<file path="config.mk">
export PLATFORM = sky130hd
export DESIGN_NAME = result_flag_unit
export DESIGN_NICKNAME = d
export VERILOG_FILES = /design/src/logic/event_flag_cell.v /design/src/logic/result_flag_unit.v
export VERILOG_INCLUDE_DIRS = /design/src /design/src/logic
export SDC_FILE = /design/constraint.sdc
export NUM_CORES = 1
export LEC_CHECK = 0
export ABC_AREA = 1
export BUFFER_PORTS_ARGS = -buffer_cell sky130_fd_sc_hd__buf_2
export CAP_MARGIN = 20
export CORE_ASPECT_RATIO = 0.9
export CORE_MARGIN = 5
export CORE_UTILIZATION = 50
export CTS_BUF_LIST = sky130_fd_sc_hd__clkbuf_4 sky130_fd_sc_hd__clkbuf_8 sky130_fd_sc_hd__clkbuf_16
export DETAILED_ROUTE_END_ITERATION = 12
export GPL_TIMING_DRIVEN = 0
export PLACE_DENSITY = 0.73
export SLEW_MARGIN = 20
export SYNTH_ARGS = -nofsm -noshare
export SYNTH_HDL_FRONTEND = slang
export SYNTH_SLANG_ARGS = --single-unit
export TNS_END_PERCENT = 30
</file>
<file path="constraint.sdc">
create_clock -name aclk -period 4 [get_ports aclk]
set_input_delay 0.4 -clock aclk [delete_from_list [all_inputs] [get_ports aclk]]
set_output_delay 0.4 -clock aclk [all_outputs]
set_load 0.005 [all_outputs]
</file>
<file path="src/logic/result_flags_defines.vh">
// constants for the result event flag unit
// Overview of operation
// overflow flag when result exceeds 24 bits
// overflow flag with enable raises interrupt
// window flag set cycle after match
// window flag with enable raises interrupt
// result read clears window and ready
// unread result replaced sets overrun, interrupt
// result available sets ready, interrupt
// no ready flag on overflowed conversion
// write one clears flag, zero ignored
// hardware set beats same-cycle clear
`ifndef RESULT_FLAGS_DEFINES_VH
`define RESULT_FLAGS_DEFINES_VH

// register indices, byte address is four times the index
`define IDX_ENABLE_CLR 6'h04
`define IDX_ENABLE_SET 6'h05
`define IDX_EVENT_FLAGS 6'h06
`define IDX_RESULT 6'h07
`define IDX_WIN_MODE 6'h08
`define IDX_WIN_LOWER 6'h09
`define IDX_WIN_UPPER 6'h0A

// bit positions in the flag and enable registers
`define BIT_READY 0
`define BIT_OVERRUN 1
`define BIT_WINDOW 2
`define BIT_OVERFLOW 3
`define FLAG_COUNT 4

// widths and reset values
`define RESULT_BITS 24
`define FLAGS_RESET 4'h0
`define ENABLE_RESET 4'h0
`define WIN_MODE_RESET 3'h0
`define WIN_BOUND_RESET 24'h000000

// window monitor modes
`define WIN_OFF 3'h0
`define WIN_ABOVE 3'h1
`define WIN_BELOW 3'h2
`define WIN_INSIDE 3'h3
`define WIN_OUTSIDE 3'h4

// bus answers
`define RESP_OKAY 2'h0
`define RESP_SLVERR 2'h2

`endif

</file>
<file path="src/logic/event_flag_cell.v">
// one sticky event flag, set by hardware, cleared by software
`timescale 1ns/1ns
`default_nettype none
module event_flag_cell (
    // clock and reset
    input wire aclk,
    input wire aresetn,
    // set and clear requests
    input wire set_req,
    input wire clr_req,
    // flag state
    output reg flag_r
);
    wire flag_nxt;

    assign flag_nxt = set_req | (flag_r & ~clr_req);

    always @(posedge aclk) begin
        if (!aresetn) begin
            flag_r <= 1'b0;
        end else begin
            flag_r <= flag_nxt;
        end
    end
endmodule
`default_nettype wire

</file>
<file path="src/logic/result_flag_unit.v">
// result event flags with window monitor behind an AXI4-Lite slave
`timescale 1ns/1ns
`default_nettype none
`include "result_flags_defines.vh"
module result_flag_unit (
    // clock and reset
    input wire aclk,
    input wire aresetn,
    // write address channel
    input wire [7:0] awaddr,
    input wire [2:0] awprot,
    input wire awvalid,
    output wire awready,
    // write data channel
    input wire [31:0] wdata,
    input wire [3:0] wstrb,
    input wire wvalid,
    output wire wready,
    // write response channel
    output wire [1:0] bresp,
    output wire bvalid,
    input wire bready,
    // read address channel
    input wire [7:0] araddr,
    input wire [2:0] arprot,
    input wire arvalid,
    output wire arready,
    // read data channel
    output wire [31:0] rdata,
    output wire [1:0] rresp,
    output wire rvalid,
    input wire rready,
    // conversion side
    input wire conv_done,
    input wire [31:0] conv_result,
    // interrupt request
    output wire irq
);
    // register index from a byte address
    function [5:0] reg_index;
        input [7:0] addr;
        begin
            reg_index = addr[7:2];
        end
    endfunction

    // true for indices that exist
    function idx_mapped;
        input [5:0] idx;
        begin
            idx_mapped = (idx == `IDX_ENABLE_CLR) || (idx == `IDX_ENABLE_SET) ||
                         (idx == `IDX_EVENT_FLAGS) || (idx == `IDX_RESULT) ||
                         (idx == `IDX_WIN_MODE) || (idx == `IDX_WIN_LOWER) ||
                         (idx == `IDX_WIN_UPPER);
        end
    endfunction

    // byte-lane merge of a 24-bit field
    function [23:0] lane_merge;
        input [23:0] old_val;
        input [31:0] new_val;
        input [3:0] strb;
        begin
            lane_merge[7:0] = strb[0] ? new_val[7:0] : old_val[7:0];
            lane_merge[15:8] = strb[1] ? new_val[15:8] : old_val[15:8];
            lane_merge[23:16] = strb[2] ? new_val[23:16] : old_val[23:16];
        end
    endfunction

    // bus state
    reg awready_r;
    reg wready_r;
    reg bvalid_r;
    reg [1:0] bresp_r;
    reg arready_r;
    reg rvalid_r;
    reg [1:0] rresp_r;
    reg [31:0] rdata_r;
    reg aw_held_r;
    reg [5:0] aw_idx_r;
    reg w_held_r;
    reg [31:0] wdata_r;
    reg [3:0] wstrb_r;

    // block state
    reg [`FLAG_COUNT-1:0] enable_r;
    reg [`RESULT_BITS-1:0] value_r;
    reg unread_r;
    reg win_hit_r;
    reg [2:0] win_mode_r;
    reg [`RESULT_BITS-1:0] win_lower_r;
    reg [`RESULT_BITS-1:0] win_upper_r;
    reg irq_r;
    wire [`FLAG_COUNT-1:0] flags;

    // handshake terms
    wire aw_take;
    wire w_take;
    wire ar_take;
    wire do_write;
    wire aw_held_nxt;
    wire w_held_nxt;
    wire bvalid_nxt;
    wire rvalid_nxt;
    wire [5:0] ar_idx;

    assign aw_take = awvalid & awready_r;
    assign w_take = wvalid & wready_r;
    assign ar_take = arvalid & arready_r;
    assign do_write = aw_held_r & w_held_r;
    assign aw_held_nxt = aw_take | (aw_held_r & ~do_write);
    assign w_held_nxt = w_take | (w_held_r & ~do_write);
    assign bvalid_nxt = do_write | (bvalid_r & ~bready);
    assign rvalid_nxt = ar_take | (rvalid_r & ~rready);
    assign ar_idx = reg_index(araddr);

    // write decode, strobe lane 0 carries the enable, flag and mode registers
    wire wr_lane0;
    wire wr_enable_clr;
    wire wr_enable_set;
    wire wr_flags;
    wire rd_result;

    assign wr_lane0 = do_write & wstrb_r[0];
    assign wr_enable_clr = wr_lane0 & (aw_idx_r == `IDX_ENABLE_CLR);
    assign wr_enable_set = wr_lane0 & (aw_idx_r == `IDX_ENABLE_SET);
    assign wr_flags = wr_lane0 & (aw_idx_r == `IDX_EVENT_FLAGS);
    assign rd_result = ar_take & (ar_idx == `IDX_RESULT);

    // conversion classification
    wire conv_overflow;
    wire conv_valid;
    wire win_match;

    assign conv_overflow = conv_done & (|conv_result[31:`RESULT_BITS]);
    assign conv_valid = conv_done & ~conv_overflow;

    reg win_cmp;
    always @* begin
        case (win_mode_r)
            `WIN_ABOVE: win_cmp = conv_result[23:0] > win_lower_r;
            `WIN_BELOW: win_cmp = conv_result[23:0] < win_upper_r;
            `WIN_INSIDE: win_cmp = (conv_result[23:0] > win_lower_r) && (conv_result[23:0] < win_upper_r);
            `WIN_OUTSIDE: win_cmp = (conv_result[23:0] < win_lower_r) || (conv_result[23:0] > win_upper_r);
            default: win_cmp = 1'b0;
        endcase
    end
    assign win_match = conv_valid & win_cmp;

    // set and clear requests per flag
    wire [`FLAG_COUNT-1:0] flag_set;
    wire [`FLAG_COUNT-1:0] flag_clr;
    wire [`FLAG_COUNT-1:0] write_clr;

    assign write_clr = wr_flags ? wdata_r[`FLAG_COUNT-1:0] : `FLAGS_RESET;

    assign flag_set[`BIT_READY] = conv_valid;
    assign flag_set[`BIT_OVERRUN] = conv_valid & unread_r;
    assign flag_set[`BIT_WINDOW] = win_hit_r;
    assign flag_set[`BIT_OVERFLOW] = conv_overflow;

    assign flag_clr[`BIT_READY] = write_clr[`BIT_READY] | rd_result;
    assign flag_clr[`BIT_OVERRUN] = write_clr[`BIT_OVERRUN];
    assign flag_clr[`BIT_WINDOW] = write_clr[`BIT_WINDOW] | rd_result;
    assign flag_clr[`BIT_OVERFLOW] = write_clr[`BIT_OVERFLOW];

    genvar gi;
    generate
        for (gi = 0; gi < `FLAG_COUNT; gi = gi + 1) begin : g_flag
            event_flag_cell u_cell (
                .aclk(aclk),
                .aresetn(aresetn),
                .set_req(flag_set[gi]),
                .clr_req(flag_clr[gi]),
                .flag_r(flags[gi])
            );
        end
    endgenerate

    // result word, pending-read tracker and window pulse
    always @(posedge aclk) begin
        if (!aresetn) begin
            value_r <= `WIN_BOUND_RESET;
            unread_r <= 1'b0;
            win_hit_r <= 1'b0;
        end else begin
            win_hit_r <= win_match;
            if (conv_valid) begin
                value_r <= conv_result[`RESULT_BITS-1:0];
            end
            // new result beats a read in the same cycle
            unread_r <= conv_valid | (unread_r & ~rd_result);
        end
    end

    // interrupt enable pair and window configuration
    always @(posedge aclk) begin
        if (!aresetn) begin
            enable_r <= `ENABLE_RESET;
            win_mode_r <= `WIN_MODE_RESET;
            win_lower_r <= `WIN_BOUND_RESET;
            win_upper_r <= `WIN_BOUND_RESET;
        end else begin
            if (wr_enable_clr) begin
                enable_r <= enable_r & ~wdata_r[`FLAG_COUNT-1:0];
            end else if (wr_enable_set) begin
                enable_r <= enable_r | wdata_r[`FLAG_COUNT-1:0];
            end
            if (wr_lane0 && aw_idx_r == `IDX_WIN_MODE) begin
                win_mode_r <= wdata_r[2:0];
            end
            if (do_write && aw_idx_r == `IDX_WIN_LOWER) begin
                win_lower_r <= lane_merge(win_lower_r, wdata_r, wstrb_r);
            end
            if (do_write && aw_idx_r == `IDX_WIN_UPPER) begin
                win_upper_r <= lane_merge(win_upper_r, wdata_r, wstrb_r);
            end
        end
    end

    // one interrupt line from enabled flags
    always @(posedge aclk) begin
        if (!aresetn) begin
            irq_r <= 1'b0;
        end else begin
            irq_r <= |(flags & enable_r);
        end
    end

    // read data mux
    reg [31:0] rd_word;
    always @* begin
        rd_word = 32'h00000000;
        case (ar_idx)
            `IDX_ENABLE_CLR: rd_word[`FLAG_COUNT-1:0] = enable_r;
            `IDX_ENABLE_SET: rd_word[`FLAG_COUNT-1:0] = enable_r;
            `IDX_EVENT_FLAGS: rd_word[`FLAG_COUNT-1:0] = flags;
            `IDX_RESULT: rd_word[`RESULT_BITS-1:0] = value_r;
            `IDX_WIN_MODE: rd_word[2:0] = win_mode_r;
            `IDX_WIN_LOWER: rd_word[`RESULT_BITS-1:0] = win_lower_r;
            `IDX_WIN_UPPER: rd_word[`RESULT_BITS-1:0] = win_upper_r;
            default: rd_word = 32'h00000000;
        endcase
    end

    // write channels: address and data taken in either order
    always @(posedge aclk) begin
        if (!aresetn) begin
            awready_r <= 1'b0;
            wready_r <= 1'b0;
            bvalid_r <= 1'b0;
            bresp_r <= `RESP_OKAY;
            aw_held_r <= 1'b0;
            aw_idx_r <= 6'h00;
            w_held_r <= 1'b0;
            wdata_r <= 32'h00000000;
            wstrb_r <= 4'h0;
        end else begin
            aw_held_r <= aw_held_nxt;
            w_held_r <= w_held_nxt;
            bvalid_r <= bvalid_nxt;
            awready_r <= ~aw_held_nxt & ~bvalid_nxt;
            wready_r <= ~w_held_nxt & ~bvalid_nxt;
            if (aw_take) begin
                aw_idx_r <= reg_index(awaddr);
            end
            if (w_take) begin
                wdata_r <= wdata;
                wstrb_r <= wstrb;
            end
            if (do_write) begin
                bresp_r <= idx_mapped(aw_idx_r) ? `RESP_OKAY : `RESP_SLVERR;
            end
        end
    end

    // read channels
    always @(posedge aclk) begin
        if (!aresetn) begin
            arready_r <= 1'b0;
            rvalid_r <= 1'b0;
            rresp_r <= `RESP_OKAY;
            rdata_r <= 32'h00000000;
        end else begin
            rvalid_r <= rvalid_nxt;
            arready_r <= ~rvalid_nxt;
            if (ar_take) begin
                rdata_r <= rd_word;
                rresp_r <= idx_mapped(ar_idx) ? `RESP_OKAY : `RESP_SLVERR;
            end
        end
    end

    assign awready = awready_r;
    assign wready = wready_r;
    assign bvalid = bvalid_r;
    assign bresp = bresp_r;
    assign arready = arready_r;
    assign rvalid = rvalid_r;
    assign rresp = rresp_r;
    assign rdata = rdata_r;
    assign irq = irq_r;
endmodule
`default_nettype wire

</file>
# Yosys cells after proc, flatten, opt, wreduce, memory -nomap -nowiden
# Cells that the tools add are included.
# W data, S select, Z words.
[totals]
regBits = 154
in_bits = 98
out_inout_bits = 42
word_cells = 139
[op_classes]
magnitude_cmp = 4
n_eq_ne = 18
muxes = 9
bitwise_logic = 52
reduce_logical = 27
[op_table]
columns = ["operator", "count"]
rows = [
  ["$pmux W20 S3", 1],
  ["$eq A6 B3 Y1 const B", 8],
  ["$gt A24 B24 Y1", 2],
  ["$lt A24 B24 Y1", 2],
  ["$eq A6 B4 Y1 const B", 6],
  ["$and A1 B1 Y1", 24],
  ["$pmux W3 S6", 1],
  ["$logic_or A1 B1 Y1", 13],
  ["$not A1 Y1", 13],
  ["$mux W4", 3],
  ["$reduce_and A2 Y1", 6],
  ["$or A1 B1 Y1", 11],
  ["$and A4 B4 Y4", 2],
  ["$reduce_or A8 Y1", 1],
  ["$eq A3 B2 Y1 const B", 2],
  ["$pmux W1 S5", 1],
  ["$logic_and A1 B1 Y1", 4],
  ["$mux W2", 2],
  ["$not A4 Y4", 1],
  ["$or A4 B4 Y4", 1],
  ["$pmux W1 S4", 1],
  ["$reduce_or A4 Y1", 1],
  ["$eq A3 B1 Y1 const B", 1],
  ["$eq A3 B3 Y1 const B", 1],
  ["2 further kinds", 2],
]

# Logic depth before layout (Yosys ltp)
# Gate-level depths: netlist of run 1.
[depth]
word_depth = 8
depth_mapped = 15
ltp_nobuf = 15

# Modules after synthesis
# Synthesis of run 1 repeated with hierarchy kept, for this count alone.
[unflattened]
hier_cells = 981
hier_area_um2 = 7637.3
[by_module_without_submodules]
columns = ["module", "n_inst", "cells_per_inst", "area_each_um2", "seq_area_each_um2"]
rows = [
  ["result_flag_unit", 1, 957, 7462.2, 2962.8],
  ["event_flag_cell", 4, 6, 43.8, 20.0],
]

# Worst setup path after synthesis of run 1
# Ideal clock, no wire load.
[synth_path]
kind = "input to register"
start = "input port conv_result[15]"
end = "register win_hit_r"
setup_time_ns = 0.070
arrival_ns = 1.422
t_required_ns = 3.930
setup_slack_ns = 2.508
cell_stages = 11
n_path_buf = 0
cell_sequence = "ha_1 nand2_1 nor2_1 nand4_1 nor2_1 nand2_1 nand3_1 nand2_1 nand2_1 nand2_1 a21oi_1"
[synth_between]
elab_chain_cells = 4
word_cells_on_any_way = 8
cone_classes = "4 x order compare; 1 x mux; 1 x bitwise; 2 x reduce/logical"
[synth_lines]
columns = ["element", "line_no", "rtl"]
rows = [
  ["start, declared", "result_flag_unit.v:35", "input wire [31:0] conv_result,"],
  ["$lt A24 B24 Y1, or another cell as far along", "result_flag_unit.v:144", "`WIN_OUTSIDE: win_cmp = (conv_result[23:0] < win_lower_r) || (conv_result[23:0] > win_upper_r);"],
  ["$logic_or A1 B1 Y1 or $logic_and A1 B1 Y1 (tied branches)", "result_flag_unit.v:144, result_flag_unit.v:143", ""],
  ["$pmux W1 S4 *", "result_flag_unit.v:140", "case (win_mode_r)"],
  ["$and A1 B1 Y1 *", "result_flag_unit.v:148", "assign win_match = conv_valid & win_cmp;"],
  ["end signal, assigned", "result_flag_unit.v:187", "win_hit_r <= win_match;"],
  ["end, declared", "result_flag_unit.v:89", "reg win_hit_r;"],
]
# Mark *: on every way between the ends. The rest lies on a longest branch, timed or not.
# A chain may end at the register's enable or synchronous reset.

# Final worst setup path of run 1
[layout_path]
start = "register win_upper_r[15]"
end = "register win_hit_r"
[layout_between]
elab_chain_cells = 4
word_cells_on_any_way = 6
cone_classes = "2 x order compare; 1 x mux; 1 x bitwise; 2 x reduce/logical"
[layout_lines]
columns = ["element", "line_no", "rtl"]
rows = [
  ["start, declared", "result_flag_unit.v:92", "reg [`RESULT_BITS-1:0] win_upper_r;"],
  ["start signal, assigned", "result_flag_unit.v:202", "win_upper_r <= `WIN_BOUND_RESET;"],
  ["start signal, assigned", "result_flag_unit.v:216", "win_upper_r <= lane_merge(win_upper_r, wdata_r, wstrb_r);"],
  ["$gt A24 B24 Y1 or $lt A24 B24 Y1 (tied branches)", "result_flag_unit.v:144, result_flag_unit.v:142, result_flag_unit.v:143", ""],
  ["$logic_or A1 B1 Y1 or $logic_and A1 B1 Y1 (tied branches)", "result_flag_unit.v:144, result_flag_unit.v:143", ""],
  ["$pmux W1 S4 *", "result_flag_unit.v:140", ""],
  ["$and A1 B1 Y1 *", "result_flag_unit.v:148", ""],
]
# Marked as above.

==> run_results.csv, run 1 <==
group,metric,value,unit
grt,antenna_found_initial,0,
synth,ys_ff_latch,152,
routing,firstDrtPassIters,5,
hold_path,holdCritPathClass,"input pin to flip-flop",
sta,setup_tns,0,ns
grt,grt-ovfl-total,0,
placement,dp_hpwl,15400,um
setup_path,cp_top_family,"simple AND/OR/NAND/NOR gates",
clocking,post_cts_buffers,0,
sta,setup_ws,2.15,ns
routing,drc,0,
setup_path,crit_arrival,2.21,ns
placement,port_buffers,109,
sta,slew_violations,0,
power_and_ir_drop,p_leak,3.67,nW
power_and_ir_drop,switching_share,0.229,
die,initial_utilization,0.512,
sta,fin_crit_sh,0.464,
die,die_area,0.0170,mm2
die,rows,41,
cells_and_area,drive_above_1_share,0.168,
routing,drtIter0Drc,523,
setup_path,slowest_stage,"dfxtp_1",
setup_path,path_cells,"inv_1, ha_1, nand2_1, nor2_1, nand4_1, nor2_1, nand2_1, nand3_1, nand2_1, nand2_1, nand2_1, a21oi_1",
routing,wirelength,20800,um
synth,yosysSeqAreaShare,0.421,
power_and_ir_drop,internal-power,2.92,mW
routing,wl_per_cell,16.0,um
synth,syn_inst,957,
die,coreArea,0.0141,mm2
placement,dp_slack,1.99,ns
sta,min_period,1.85,ns
job,drv_cap,0,
grt,grt_pass1_wl,32900,um
clocking,cts_root_buf,"clkbuf_16",
sta,fin_worst_skew,0.00903,ns
sta,worst_pin_slew,0.666,ns
power_and_ir_drop,powerDensity,432,mW/mm2
status,outcome,"completed",
cells_and_area,finalNetCount,1240,
power_and_ir_drop,combPwrFrac,0.081,
cells_and_area,antennaDiodeCount,0,
clocking,clock_path_buffers,2,
clocking,clk_pin_slew,0.06,ns
sta,max_slew_margin,0.556,
clocking,ctsHoldBuffers,0,
clocking,post_cts_resized,0,
cells_and_area,areaGrowthSynthToFinish,21.0,%
synth,synth_ff_type,"dfxtp_1",
setup_path,worstSetupEndpointType,"flip-flop",
clocking,cts_buffers,17,
synth,synth_edf_count,0,
sta,finalSetupViolations,0,
setup_path,required,4.36,ns
clocking,cts.sinks,152,
grt,grt_max_degree,17,
synth,synthTopCellsByArea,"dfxtp_1 (42%), ha_1 (8.3%), o21ai_0 (8.0%)",
synth,synth_area,0.00723,mm2
setup_path,cp_common_cell,"nand2_1",
sta,clock.fmax,539,MHz
power_and_ir_drop,ir_drop,0.341,mV
synth,yosysTopAreaCell,"dfxtp_1",
power_and_ir_drop,total_power,3.78,mW
synth,synthArstFlopShare,0,
routing,ant_nets,0,
synth,ys_warn_count,0,
routing,viasPerCell,5.23,
synth,yosys.cell_count.top_type,"dfxtp_1",
routing,num_vias,6800,
sta,rsz0062_at_grt,"false",
synth,netlist_top_cells_count,"dfxtp_1 (152), nand2_1 (145), nor2_1 (136), o21ai_0 (116), a21oi_1 (112)",
grt,grt_pass1_vias,6383,
setup_path,cp-start-kind,"flip-flop",
clocking,cts_tree,"built",
setup_path,rrSetupSlack,2.15,ns
setup_path,cp-endpoint,"win_hit_r$_SDFF_PN0_",
grt,grt_usage,0.254,
setup_path,r2r-start,"win_upper_r[15]$_SDFFE_PN0P_",
synth,yosysTopAreaCellShare,0.421,
synth,synth_cell_types,39,
placement,place_inst,1268,
die,ios,140,
die,fp.dieW,137,um
setup_path,crit_buf_inv,1,
setup_path,slowest_delay,0.31,ns
setup_path,worstPathMaxFanout,3,
setup_path,worst-setup-path-type,"flip-flop to flip-flop",
setup_path,cp-startpoint,"win_upper_r[15]$_SDFFE_PN0P_",
power_and_ir_drop,p_seq_frac,0.417,
cells_and_area,fin_cells,1299,
synth,avgSynthCellArea,7.55,um2
power_and_ir_drop,p_sw,0.864,mW
power_and_ir_drop,clockPowerShare,0.502,
setup_path,timing.rr.end,"win_hit_r$_SDFF_PN0_",
die,die_h,124,um
clocking,clock_latency,0.44,ns
cells_and_area,final.fill_count,1279,
placement,gp_congestion,0.919,
sta,hold_violations,0,
clocking,htree_levels,4,
setup_path,cp_num_cells,12,
setup_path,rr_worst_depth,12,
layout by cell type (no fill, tap or decap), types with 3 or more instances in the layout:
| cell type | netlist | layout |
|---|---|---|
| dfxtp_1 | 152 | 152 |
| nand2_1 | 145 | 145 |
| nor2_1 | 136 | 136 |
| o21ai_0 | 116 | 116 |
| buf_2 | 5 | 114 |
| a21oi_1 | 112 | 112 |
| inv_1 | 100 | 100 |
| ha_1 | 48 | 48 |
| clkbuf_1 | 27 | 27 |
| o221ai_1 | 20 | 20 |
| clkbuf_16 | 0 | 17 |
| nand3_1 | 12 | 12 |
| buf_4 | 12 | 12 |
| conb_1 | 1 | 10 |
| a211oi_1 | 9 | 9 |
| nand4_1 | 7 | 7 |
| bufinv_16 | 0 | 7 |
| o21ai_1 | 6 | 6 |
| nand2_2 | 5 | 5 |
| buf_6 | 4 | 4 |
| nor3_1 | 4 | 4 |
| nor2_4 | 3 | 3 |
| inv_2 | 3 | 3 |
| nand2_4 | 3 | 3 |
| o22ai_1 | 3 | 3 |
| a21o_1 | 3 | 3 |
power groups by stage:
stage / clock network [mW] / registers, mW / logic, mW
floorplan: 0 / 1.60 / 0.180
global placement: 0 / 1.61 / 0.295
detailed placement: 0 / 1.61 / 0.300
CTS: 1.90 / 1.58 / 0.304
global route: 1.97 / 1.58 / 0.348
finish: 1.90 / 1.58 / 0.305
cell families after synthesis:
family                     after synthesis  share of synthesized area
and+or+nand+nor                        325                      0.193
AOI/OAI and AO/OA                      278                      0.212
buffers and inverters                  153                     0.0907
DFF                                    152                      0.421
adders and majority gates               48                     0.0831
other                                    1                   0.000519
worst reg2reg max path, stage by stage (launching register included):
cell and delay (ns):
dfxtp_1 0.31, inv_1 0.07, ha_1 0.30, nand2_1 0.08, nor2_1 0.18, nand4_1 0.13, nor2_1 0.21, nand2_1 0.09
nand3_1 0.11, nand2_1 0.06, nand2_1 0.06, nand2_1 0.05, a21oi_1 0.14
sequential cells by signal, summed over array words and instances, names as in the netlist, 4 cells and up, named ones only:
name,count
win_upper_r,24
rdata,24
value_r,24
aw_idx_r,6
win_lower_r,24
wdata_r,24
g_flag.u_cell.flag_r,4
per-layer routing:
layer,global-route usage,up-vias,share of wire
li1,-,3445,-
met1,0.344,3126,0.47
met2,0.401,197,0.46
met3,0.0590,32,0.058
met4,0.0825,0,0.018
met5,0,-,0
layout make-up:
type / count / area, um2 / share of cell area
Inverter: 103 / 387 / 0.0442
Sequential cell: 152 / 3040 / 0.348
Clock buffer: 19 / 447 / 0.0511
Timing Repair Buffer: 109 / 546 / 0.0624
Buffer: 50 / 269 / 0.0308
Tap cell: 193 / 241 / 0.0276
Clock inverter: 12 / 248 / 0.0283
Multi-Input combinational cell: 661 / 3560 / 0.408
worst min-delay path by stage:
stage / cells after the start / start / slack (ns) / to
after CTS: 3 / wdata[4] / 0.21 / wdata_r[4]$_SDFFE_PN0P_
after floorplan: 2 / win_hit_r$_SDFF_PN0_ / 0.40 / g_flag[2].u_cell.flag_r$_SDFF_PN0_
after global routing: 3 / wdata[20] / 0.23 / wdata_r[20]$_SDFFE_PN0P_
after global placement: 2 / win_hit_r$_SDFF_PN0_ / 0.43 / g_flag[2].u_cell.flag_r$_SDFF_PN0_
final: 3 / wdata[4] / 0.22 / wdata_r[4]$_SDFFE_PN0P_
after detailed placement: 2 / win_hit_r$_SDFF_PN0_ / 0.43 / g_flag[2].u_cell.flag_r$_SDFF_PN0_
per-stage QoR:
stage | instance area, um2 | hold slack, ns | utilization
6_report | 8740 | 0.217 | 0.620
5_1_grt | 8740 | 0.225 | 0.620
4_1_cts | 8740 | 0.214 | 0.620
3_5_place_dp | 8050 | 0.430 | 0.571
3_3_place_gp | 8050 | 0.425 | 0.571
2_1_floorplan | 7260 | 0.401 | -
Note: power is estimated with default switching activity, not from simulation.
==> inputs of run 2 (changes only) <==
Clock period 4 ns to 1.8 ns, I/O delays scaled along.
==> run_results.csv, run 2 (synthesized netlist as in run 1, its figures left out) <==
group,metric,value,unit
placement,port_buffers,109,
setup_path,cp_common_cell,"nand2_1",
clocking,cts_tree,"built",
hold_path,holdCritPathClass,"input pin to flip-flop",
grt,grt_pass1_vias,6399,
routing,drc,0,
die,ios,140,
sta,finalSetupViolations,0,
routing,viasPerCell,5.25,
cells_and_area,antennaDiodeCount,0,
cells_and_area,drive_above_1_share,0.178,
cells_and_area,fin_cells,1309,
setup_path,cp-start-kind,"flip-flop",
status,outcome,"completed",
grt,grt-ovfl-total,0,
routing,firstDrtPassIters,5,
sta,rsz0062_at_grt,"true",
sta,fin_hold_ws,0.000660,ns
setup_path,r2r-start,"win_upper_r[15]$_SDFFE_PN0P_",
sta,worst_pin_slew,0.668,ns
die,fp.dieW,137,um
routing,wl_per_cell,16.1,um
die,die_area,0.0170,mm2
grt,antenna_found_initial,0,
grt,grt_pass1_wl,33000,um
cells_and_area,finalInstanceArea,0.00885,mm2
die,initial_utilization,0.512,
grt,grt_max_degree,17,
setup_path,required,2.17,ns
sta,hold_violations,0,
setup_path,rrSetupSlack,0.02,ns
job,drv_cap,0,
placement,gp_congestion,0.919,
sta,fin_crit_sh,0.988,
placement,dp_hpwl,15400,um
cells_and_area,final_common_cell,"dfxtp_1",
sta,max_slew_margin,0.555,
grt,grt_usage,0.255,
setup_path,cp-startpoint,"win_upper_r[15]$_SDFFE_PN0P_",
cells_and_area,finalNetCount,1250,
routing,drtIter0Drc,608,
setup_path,cp-endpoint,"win_hit_r$_SDFF_PN0_",
setup_path,cp_top_family,"simple AND/OR/NAND/NOR gates",
routing,ant_nets,0,
clocking,clk_pin_slew,0.06,ns
placement,place_inst,1268,
clocking,cts.sinks,152,
setup_path,slowest_stage,"dfxtp_1",
clocking,cts_root_buf,"clkbuf_16",
setup_path,worstPathMaxFanout,3,
routing,wirelength,21000,um
clocking,clock_path_buffers,2,
setup_path,path_cells,"inv_1, ha_1, nand2_1, nor2_2, nand4_1, nor2_2, nand2_1, nand3_1, nand2_1, nand2_1, nand2_1, a21oi_2",
setup_path,worstSetupEndpointType,"flip-flop",
die,rows,41,
die,coreArea,0.0141,mm2
cells_and_area,final.fill_count,1264,
routing,num_vias,6872,
power_and_ir_drop,ir_drop,0.757,mV
sta,clock.fmax,562,MHz
power_and_ir_drop,p_leak,3.72,nW
setup_path,crit_buf_inv,1,
setup_path,crit_arrival,2.14,ns
sta,fin_worst_skew,0.00804,ns
power_and_ir_drop,powerDensity,951,mW/mm2
clocking,clock_latency,0.43,ns
setup_path,timing.rr.end,"win_hit_r$_SDFF_PN0_",
placement,placed_area,0.00805,mm2
cells_and_area,final_cell_mix,"dfxtp_1 (152), nand2_1 (145), nor2_1 (131)",
sta,min_period,1.78,ns
cells_and_area,areaGrowthSynthToFinish,22.4,%
setup_path,worst-setup-path-type,"flip-flop to flip-flop",
clocking,htree_levels,4,
setup_path,rr_worst_depth,12,
setup_path,cp_num_cells,12,
die,die_h,124,um
sta,setup_tns,0,ns
clocking,cts_buffers,17,
sta,slew_violations,0,
setup_path,slowest_delay,0.31,ns
hold_path,hold_depth,3,
run 2: worst min path at each step:
stage	from	endpoint	slack, ns
after floorplan	conv_done	g_flag[3].u_cell.flag_r$_SDFF_PN0_	0.33
after global placement	win_hit_r$_SDFF_PN0_	g_flag[2].u_cell.flag_r$_SDFF_PN0_	0.43
after detailed placement	win_hit_r$_SDFF_PN0_	g_flag[2].u_cell.flag_r$_SDFF_PN0_	0.43
after CTS	wdata[10]	wdata_r[10]$_SDFFE_PN0P_	0.0005
after global routing	wdata[9]	wdata_r[9]$_SDFFE_PN0P_	0.01
final	wdata[11]	wdata_r[11]$_SDFFE_PN0P_	0.0007
run 2: what timing repair did:
item                                   in CTS  in global routing
hold buffers                                4                  0
endpoints found under the hold margin       4                  0
pin swaps                                   0                  5
resized for setup                           3                  5
setup endpoints to repair                   1                 11
buffers inserted                            0                  6
run 2: metal layers:
metal	vias to the layer above	GRT usage	routed length [um]
met3	34	0.0594	1440
met5	-	0	0
met4	0	0.0831	372
li1	3467	-	-
met2	229	0.403	9590
met1	3142	0.344	9640
run 2: metrics by stage:
stage / utilization / worst slack (ns) / total power, mW
3_5_place_dp: 0.571 / 0.0136 / 4.24
3_3_place_gp: 0.571 / 0.0199 / 4.23
5_1_grt: 0.627 / -0.101 / 8.68
4_1_cts: 0.623 / 0.0162 / 8.40
6_report: 0.627 / 0.0210 / 8.41
2_1_floorplan: - / 0.356 / 3.97
run 2: power by group:
group          switching [mW]  internal, mW  total, mW
registers              0.0549          3.45       3.50
logic                   0.433         0.256      0.689
clock network            1.44          2.78       4.22
total                    1.93          6.49       8.41
run 2: layout make-up:
type,instances,area (um2),share of cell area
plain buffers,50,270,0.0306
clock buffers,19,447,0.0505
clock inverters,12,248,0.0280
inverters,103,387,0.0437
multi-input cells,661,3580,0.405
flip-flops and latches,152,3040,0.344
well taps,193,241,0.0273
repair buffers,119,631,0.0713
run 2: worst register-to-register path, delay by kind of cell, from the launching register on:
kind / cells / cell delay [ns]
AO/OA/AOI/OAI: 1 / 0.13
adder cells (fa/ha/maj): 1 / 0.30
AND/OR/NAND/NOR: 9 / 0.92
flip-flops: 1 / 0.31
buffers and inverters: 1 / 0.07
